<file path="config.mk">
export PLATFORM = sky130hd
export DESIGN_NAME = pad_path_config_regs
export DESIGN_NICKNAME = d
export VERILOG_FILES = /design/src/rtl/pad_path_pkg.sv /design/src/rtl/pad_path_config_regs.sv
export SDC_FILE = /design/constraint.sdc
export NUM_CORES = 1
export LEC_CHECK = 0
export ABC_AREA = 0
export BUFFER_PORTS_ARGS = -buffer_cell sky130_fd_sc_hd__buf_2
export CORE_MARGIN = 4
export CORE_UTILIZATION = 50
export DETAILED_ROUTE_END_ITERATION = 12
export PLACE_DENSITY = 0.78
export SLEW_MARGIN = 10
export SYNTH_ARGS = -nofsm -noshare
export SYNTH_HDL_FRONTEND = slang
export SYNTH_SLANG_ARGS = --single-unit
</file>
<file path="constraint.sdc">
create_clock -name clk -period 1.3 [get_ports clk]
set_input_delay 0.13 -clock clk [delete_from_list [all_inputs] [get_ports clk]]
set_output_delay 0.13 -clock clk [all_outputs]
set_load 0.02 [all_outputs]
</file>
<file path="src/rtl/pad_path_pkg.sv">
// constants, field layout and pad modes of the pad and datapath configuration bank
package pad_path_pkg;

    // ==========================================================
    // register port
    localparam int unsigned ADDR_W = 8;
    localparam int unsigned DATA_W = 8;

    // ==========================================================
    // register offsets
    localparam logic [7:0] OFF_PAD5_PAD6 = 8'h10;
    localparam logic [7:0] OFF_PAD7_PAD8 = 8'h11;
    localparam logic [7:0] OFF_PATH_CTL  = 8'h12;

    // ==========================================================
    // values after reset
    localparam logic [7:0] RST_PAD5_PAD6 = 8'h00;
    localparam logic [7:0] RST_PAD7_PAD8 = 8'h00;
    localparam logic [7:0] RST_PATH_CTL  = 8'h00;
    localparam logic [7:0] RDATA_UNMAPPED = 8'h00;

    // ==========================================================
    // writable bits; read-only reserved bits are zero in the mask
    localparam logic [7:0] WMASK_PAD5_PAD6 = 8'h3b;
    localparam logic [7:0] WMASK_PAD7_PAD8 = 8'hbb;
    localparam logic [7:0] WMASK_PATH_CTL  = 8'h7f;

    // ==========================================================
    // field positions (pad registers: low pad in bits 1-0/3, high pad in 5-4, with level bit 7 at 0x11 only)
    localparam int unsigned LO_MODE_LSB  = 0;
    localparam int unsigned LO_LEVEL_BIT = 3;
    localparam int unsigned HI_MODE_LSB  = 4;
    localparam int unsigned HI_LEVEL_BIT = 7;

    localparam int unsigned SECOND_AUDIO_EN_BIT = 0;
    localparam int unsigned AUDIO_TRANSPORT_BIT = 1;
    localparam int unsigned COLOUR_DEPTH_BIT    = 2;
    localparam int unsigned SECOND_OVERRIDE_BIT = 3;
    localparam int unsigned AUDIO_REGEN_BIT     = 4;
    localparam int unsigned QUAL_POLARITY_BIT   = 5;

    // ==========================================================
    // pad function, coded {direction, enable}
    typedef enum logic [1:0] {
        PAD_FUNC_IN  = 2'b00,
        PAD_GPIO_OUT = 2'b01,
        PAD_TRISTATE = 2'b10,
        PAD_GPIO_IN  = 2'b11
    } pad_mode_t;

    localparam int unsigned NUM_PADS = 3;  // index 0 pad 5, 1 pad 7, 2 pad 8

endpackage : pad_path_pkg

</file>
<file path="src/rtl/pad_path_config_regs.sv">
// pad function and video/audio datapath configuration register bank
//
// Function
// each pad function field is {direction, enable}: 00 functional input, 10 tri-state,
//     01 general-purpose output, 11 general-purpose input.
// a pad carries its stored level only while in general-purpose output mode.
// pad 8 uses bits 5-4 (function) and bit 7 (level) of offset 0x11, both r/w, reset 0.
// pad 7 uses bits 1-0 (function) and bit 3 (level) of offset 0x11, both r/w.
// pad 5 uses bits 1-0 of its register for function, resetting to functional input.
// pad 5 uses bit 3 of the same register for its level, r/w, reset 0.
// bit 5 of 0x12 set makes the active-video qualifier active low, clear active high.
// bit 2 of 0x12 set selects 18-bit video, clear selects 24-bit video.
// bit 0 of 0x12 enables the second audio channel taken from the second audio input.
// in a repeater, in-band audio mode detection may override bit 0 of 0x12.
// bit 3 of 0x12 set lets the second channel follow bit 0, clear forces it off.
// bit 4 of 0x12 set regenerates repeater audio from audio pins, clear passes it through.
// bit 1 of 0x12 set carries audio in the forward frame, clear in data islands.
// the pad 7/8 register sits at 0x11 and resets to zero.
// the datapath register sits at 0x12 and resets to zero.
// read-only reserved bits read zero; writable reserved bit 6 of 0x12 only stores.
// a register write reaches the controlled logic within a few clock cycles.
`timescale 1ns/1ns

module pad_path_config_regs (
    // clock and reset
    input  wire logic                             clk,
    input  wire logic                             sys_rst,
    // register port
    input  wire logic                             reg_wr_en,
    input  wire logic                             reg_rd_en,
    input  wire logic [pad_path_pkg::ADDR_W-1:0]  reg_addr,
    input  wire logic [pad_path_pkg::DATA_W-1:0]  reg_wdata,
    output logic      [pad_path_pkg::DATA_W-1:0]  reg_rdata,
    output logic                                  reg_rvalid,
    // pad controls, index 0 pad 5, 1 pad 7, 2 pad 8
    output logic      [pad_path_pkg::NUM_PADS-1:0] pad_out,
    output logic      [pad_path_pkg::NUM_PADS-1:0] pad_oe,
    output logic      [pad_path_pkg::NUM_PADS-1:0] pad_func_en,
    output logic      [pad_path_pkg::NUM_PADS-1:0] pad_gpio_in_en,
    output logic      [1:0]                        pad6_function_select,
    // repeater status from the audio receiver
    input  wire logic                             repeater_mode,
    input  wire logic                             inband_detect_valid,
    input  wire logic                             inband_second_audio,
    // datapath controls
    output logic                                  active_video_qualifier_polarity,
    output logic                                  reduced_colour_depth_select,
    output logic                                  audio_frame_transport,
    output logic                                  repeater_audio_regenerate,
    output logic                                  second_audio_enable
);
    import pad_path_pkg::*;

    // ==========================================================
    // register storage
    logic [7:0] pad56_q, pad56_d;
    logic [7:0] pad78_q, pad78_d;
    logic [7:0] path_q,  path_d;
    logic [7:0] rdata_d;
    logic       rvalid_d;

    // masked writes keep read-only reserved bits at zero
    always_comb begin
        pad56_d  = pad56_q;
        pad78_d  = pad78_q;
        path_d   = path_q;
        if (reg_wr_en) begin
            unique case (reg_addr)
                OFF_PAD5_PAD6: pad56_d = reg_wdata & WMASK_PAD5_PAD6;  // see R5
                OFF_PAD7_PAD8: pad78_d = reg_wdata & WMASK_PAD7_PAD8;  // see R3 see R4
                OFF_PATH_CTL:  path_d  = reg_wdata & WMASK_PATH_CTL;   // see R15
                default:       ;
            endcase
        end
    end

    // read answer one cycle after the strobe; unmapped offsets read zero
    always_comb begin
        rvalid_d = reg_rd_en;
        rdata_d  = reg_rdata;
        if (reg_rd_en) begin
            unique case (reg_addr)
                OFF_PAD5_PAD6: rdata_d = pad56_q;
                OFF_PAD7_PAD8: rdata_d = pad78_q;
                OFF_PATH_CTL:  rdata_d = path_q;
                default:       rdata_d = RDATA_UNMAPPED;
            endcase
        end
    end

    always_ff @(posedge clk) begin
        if (sys_rst) begin
            pad56_q    <= RST_PAD5_PAD6;
            pad78_q    <= RST_PAD7_PAD8;
            path_q     <= RST_PATH_CTL;
            reg_rdata  <= RDATA_UNMAPPED;
            reg_rvalid <= 1'b0;
        end else begin
            pad56_q    <= pad56_d;
            pad78_q    <= pad78_d;
            path_q     <= path_d;
            reg_rdata  <= rdata_d;
            reg_rvalid <= rvalid_d;
        end
    end

    // ==========================================================
    // pad decode
    pad_mode_t pad5_function_select, pad7_function_select, pad8_function_select;
    logic      pad5_drive_level, pad7_drive_level, pad8_drive_level;
    pad_mode_t pad_mode [NUM_PADS];
    logic      [NUM_PADS-1:0] pad_level;
    logic      [NUM_PADS-1:0] pad_out_d, pad_oe_d, pad_func_d, pad_gin_d;

    assign pad5_function_select = pad_mode_t'(pad56_q[LO_MODE_LSB +: 2]);
    assign pad5_drive_level     = pad56_q[LO_LEVEL_BIT];
    assign pad7_function_select = pad_mode_t'(pad78_q[LO_MODE_LSB +: 2]);
    assign pad7_drive_level     = pad78_q[LO_LEVEL_BIT];
    assign pad8_function_select = pad_mode_t'(pad78_q[HI_MODE_LSB +: 2]);
    assign pad8_drive_level     = pad78_q[HI_LEVEL_BIT];
    assign pad_mode[0] = pad5_function_select;
    assign pad_mode[1] = pad7_function_select;
    assign pad_mode[2] = pad8_function_select;
    assign pad_level   = {pad8_drive_level, pad7_drive_level, pad5_drive_level};

    // level is gated to zero off output mode so a pad never shows a stale level
    always_comb begin
        for (int i = 0; i < NUM_PADS; i++) begin
            pad_oe_d[i]   = (pad_mode[i] == PAD_GPIO_OUT);
            pad_out_d[i]  = pad_oe_d[i] & pad_level[i];
            pad_func_d[i] = (pad_mode[i] == PAD_FUNC_IN);
            pad_gin_d[i]  = (pad_mode[i] == PAD_GPIO_IN);
        end
    end

    // ==========================================================
    // datapath decode
    logic second_d;

    // repeater detection wins only while the override lets channel two run at all
    always_comb begin
        second_d = 1'b0;
        if (path_q[SECOND_OVERRIDE_BIT]) begin
            if (repeater_mode && inband_detect_valid) begin
                second_d = inband_second_audio;
            end else begin
                second_d = path_q[SECOND_AUDIO_EN_BIT];
            end
        end
    end

    // one register stage: settings reach the datapath two edges after the write
    always_ff @(posedge clk) begin
        if (sys_rst) begin
            pad_out                         <= '0;
            pad_oe                          <= '0;
            pad_func_en                     <= '1;
            pad_gpio_in_en                  <= '0;
            pad6_function_select            <= 2'h0;
            active_video_qualifier_polarity <= 1'b0;
            reduced_colour_depth_select     <= 1'b0;
            audio_frame_transport           <= 1'b0;
            repeater_audio_regenerate       <= 1'b0;
            second_audio_enable             <= 1'b0;
        end else begin
            pad_out                         <= pad_out_d;
            pad_oe                          <= pad_oe_d;
            pad_func_en                     <= pad_func_d;
            pad_gpio_in_en                  <= pad_gin_d;
            pad6_function_select            <= pad56_q[HI_MODE_LSB +: 2];
            active_video_qualifier_polarity <= path_q[QUAL_POLARITY_BIT];
            reduced_colour_depth_select     <= path_q[COLOUR_DEPTH_BIT];
            audio_frame_transport           <= path_q[AUDIO_TRANSPORT_BIT];
            repeater_audio_regenerate       <= path_q[AUDIO_REGEN_BIT];
            second_audio_enable             <= second_d;
        end
    end
endmodule : pad_path_config_regs

</file>
Word level (Yosys, flattened, before mapping)
Cells that the tools add are included.
{"block": "op_classes", "eq_ne": 9, "mux": 2, "bitwise_logic": 4, "n_reduce_logical": 8}
{"operator": "== test 8 x 5 -> 1 bit, second input constant", "n": 3}
{"operator": "case mux 8 bit (3 select lines)", "n": 1}
{"operator": "== test 2 x 1 -> 1 bit, second input constant", "n": 3}
{"operator": "== test 2 bit, second input constant", "n": 3}
{"operator": "zero test 2 bit", "n": 3}
{"operator": "AND reduction 2 bit", "n": 3}
{"operator": "bitwise AND 1 bit", "n": 3}
{"operator": "OR reduction 2 bit", "n": 1}
{"operator": "logical AND 1 bit", "n": 1}
{"operator": "two-way mux 1 bit", "n": 1}
{"operator": "inverter 1 bit", "n": 1}
{"block": "word_totals", "reg_bits": 46, "inputBits": 23, "out_inout_bits": 28, "elab_cells": 38}

Depth between registers and ports, before layout
{"block": "logic_depth", "ltp_word": 2, "mapped_depth": 5, "depth_no_buf": 3}

Least setup slack after synthesis
Ideal clock, no wire load.
{"block": "synth_path", "kind": "input-to-reg", "startpoint": "input port reg_addr[5] in the netlist's numbering", "endpoint": "register path_q[2]", "setup_time_ns": 0.121, "arrival_ns": 1.087, "required_ns": 1.179, "slack_ns": 0.091, "path_stages": 3, "path_buffers": 0, "cell_sequence": "nor4b_4 -> and3_2 -> mux2_4"}
{"block": "synth_between", "elab_chain_cells": 2}
{"item": "start, declared", "line": "pad_path_config_regs.sv:31", "text": "input wire logic [pad_path_pkg::ADDR_W-1:0] reg_addr,"}
{"item": "== test 8 x 5 -> 1 bit", "line": "pad_path_config_regs.sv:68", "text": "unique case (reg_addr)"}
{"item": "AND reduction 2 bit (no source line)"}
{"item": "end signal, assigned", "line": "pad_path_config_regs.sv:101", "text": "path_q <= path_d;"}
{"item": "end, declared", "line": "pad_path_config_regs.sv:58", "text": "logic [7:0] path_q, path_d;"}
Every way passes these cells.
A chain may end at the register's enable or synchronous reset.

Worst setup path after layout
{"block": "layout_path", "startpoint": "register reg_rdata[0] in the netlist's numbering", "endpoint": "output port reg_rdata[0] in the netlist's numbering"}
{"item": "start, declared", "line": "pad_path_config_regs.sv:33", "text": "output logic [pad_path_pkg::DATA_W-1:0] reg_rdata,"}
{"item": "start signal, assigned", "line": "pad_path_config_regs.sv:102", "text": "reg_rdata <= rdata_d;"}
No word-level cell between the ends.

==> out/metrics.csv <==
stage,metric,value,unit
timing,clock skew,0.00914,ns
timing,fin. max-slew vios,0,
hold_path,"Endpoint, Worst Hold",second_audio_enable,
critical_path,critical path endpoint category,output pin,
timing,normalized max-slew margin,0.645,
timing,fin crit period,1.01,ns
die,full die area,0.00449,mm²
timing,Fin Setup TNS,0,ns
critical_path,arrival time at the worst endpoint,0.88,ns
critical_path,CP startpoint kind,flip-flop,
grt,wire length of the first global-routing pass,5.92,mm
timing,Hold WS,0.0158,ns
clock_network,Num CTS Buffers,5,
final_layout,# nets final,247,
synth,"Top FF cell, synth",dfxtp_1,
die,chip height,67,µm
synth,synth top area cells,"dfxtp_1, mux2i_1, nand2b_1",
final_layout,Area Growth Syn to Fin,24.0,%
placed_design,dpl cell area,0.00208,mm²
hold_path,Hold WC Path Type,input pin to flip-flop,
critical_path,CP peak stage delay,0.36,ns
synth,Commonest cells post-synth,"dfxtp_1, nand2b_1, mux2i_1",
power_and_ir_drop,Power Density,1110,mW/mm²
critical_path,Slowest cell on crit path,dfxtp_1,
synth,Yosys Warn Count,0,
critical_path,r2r setup slk,0.32,ns
synth,#FFs+latches synth,46,
grt,largest net degree at the start of global routing,41,
synth,Netlist Area Pre-Place,0.00174,mm²
die,Rows,21,
die,initial core utilization,0.522,
detailed_routing,DRC,0,
grt,total track usage,0.179,
synth,ys async rst share,0,
detailed_routing,per-cell routed wire length,13.3,µm
placed_design,Detail Placement HPWL,2.85,mm
clock_network,"Reg clk slew, reported paths",0.13,ns
synth,Synth Area in Compound Gates,0.0776,
detailed_routing,First-pass DRT Iterations,4,
grt,initial antenna violation count,0,
clock_network,CTS Sinks,46,
synth,Post-synth EDFFs,0,
run,Max Cap Viol,0,
synth,largest family of logic cells by synthesized area,simple AND/OR/NAND/NOR gates,
synth,xor and xnor fraction of the mapped netlist area,0,
power_and_ir_drop,Leak Pwr,1.03,nW
critical_path,worst-path cell chain,buf_2,
detailed_routing,Vias,1322,
final_layout,final instance area,0.00216,mm²
critical_path,CP max FO,2,
synth,register area share after synthesis,0.529,
final_layout,share of layout cells above drive strength 1,0.324,
clock_network,CTS tree,done,
timing,RSZ-0062 raised after global routing,false,
critical_path,WP buf/inv,1,
synth,simple-gate share of the synthesized area,0.209,
synth,post-synthesis cell type count,26,
critical_path,worst path required time,1.17,ns
detailed_routing,Via density,4.88,
clock_network,Root Buffer,clkbuf_4,
clock_network,CTS Hold Bufs,0,
grt,gr ovfl total,0,
critical_path,Top Family by Delay on Critical Path,flip-flops,
clock_network,post_cts resized,0,
synth,synthesized-area fraction occupied by adder cells,0,
timing,Finish-stage setup viols,0,
synth,Synth area leader,dfxtp_1,
hold_path,worst hold stages,3,
timing,period utilization,0.775,
timing,fmax,992,MHz
critical_path,reg2reg end,reg_rdata[1],
clock_network,setup repair bufs after CTS,0,
final_layout,Antenna Cells,0,
clock_network,H-tree depth,2,
synth,Gate Count Post-Synth,166,
hold_path,Hold Startpoint,inband_second_audio,
critical_path,Worst R2R Start,pad56_q[1],
die,Core ar.,0.00334,mm²
clock_network,"Clk Latency, worst-skew pair",0.36,ns
timing,worst-margin pin slew,0.532,ns
detailed_routing,Final ANT Viol Nets,0,
clock_network,CTS Buffer Depth,2,
critical_path,reg2reg path depth,3,
synth,"count leader, synth",dfxtp_1,
synth,Synth Net Count,189,
synth,Yosys top cell area share,0.529,
placed_design,GPL Wtd Cong,0.759,
power_and_ir_drop,Max IR drop VDD,0.744,mV
grt,vias in the first global route,1299,
die,DIE WIDTH,67,µm
timing,Fin. Hold Viols,0,
synth,post-synthesis mux area share,0.135,
detailed_routing,starting DRC count in detailed routing,48,
die,I/O pin cnt,51,
critical_path,Setup CP Type,flip-flop to output pin,
status,status,completed,
synth,syn avg cell area,10.5,µm²
detailed_routing,WL final,3.61,mm
placed_design,Port Buffer Count,50,
## per-stage QoR
stage	util	total power (W)	setup WS, ns	cells
CTS	0.647	0.00240	0.267	271
global placement	0.623	0.00157	0.0308	263
detailed placement	0.623	0.00157	-0.00858	263
floorplan	-	0.00152	0.0913	166
global route	0.647	0.00248	0.210	271
finish	0.647	0.00239	0.292	271
## final cells by class
type / count / area, µm²
clock inverters: 2 / 37.5
multi-input cells: 99 / 734
fillers: 302 / 1180
flip-flops and latches: 46 / 921
well taps: 46 / 57.6
inverters: 13 / 48.8
clock buffers: 6 / 41.3
repair buffers: 59 / 318
## state kept, by name, indices dropped and copies added, names as in the netlist, 2 cells and up
name                  count
path_q                    7
pad78_q                   6
pad_out                   3
pad_oe                    3
pad_gpio_in_en            3
pad56_q                   5
pad_func_en               3
pad6_function_select      2
reg_rdata                 8
## worst max path at each step
stage,slack [ns],start,endpoint,depth (start not counted)
6_report,0.29,reg_rdata[0],reg_rdata[0],1
5_1_grt,0.21,reg_rdata[0],reg_rdata[0],1
4_1_cts,0.27,reg_rdata[0],reg_rdata[0],1
3_5_place_dp,-0.009,reg_addr[5],reg_rdata[0],5
3_3_place_gp,0.03,reg_addr[5],path_q[2],4
2_1_floorplan,0.09,reg_addr[5],path_q[2],3
## layer usage
metal | global-route usage | wire length, µm | up-vias
li1 | - | - | 670
met1 | 0.198 | 1500 | 613
met2 | 0.314 | 1840 | 33
met3 | 0.0573 | 214 | 6
met4 | 0.0684 | 51 | 0
met5 | 0 | 0 | -
## cells in the final DEF (no fill, tap or decap), types with 5 or more instances in the layout
cell / n
buf_2: 50
dfxtp_1: 46
nand2b_1: 25
mux2i_1: 22
inv_1: 13
buf_4: 9
nor2_1: 8
nand2_1: 5
a2bb2oi_1: 5
o32ai_1: 5
clkbuf_4: 5
## logic make-up (layout without fill, tap and decap cells)
logic type,count (synthesis),count (layout)
buffers and inverters,21,80
AOI/OAI and AO/OA,17,17
DFF,46,46
muxes,23,23
and+or+nand+nor,59,59
## power breakdown
group | switching [W] | internal, W
Combinational | 0.0000656 | 0.0000645
Sequential | 0.000000930 | 0.00141
Clock | 0.000443 | 0.000406
(Power assumes the default switching activity.)
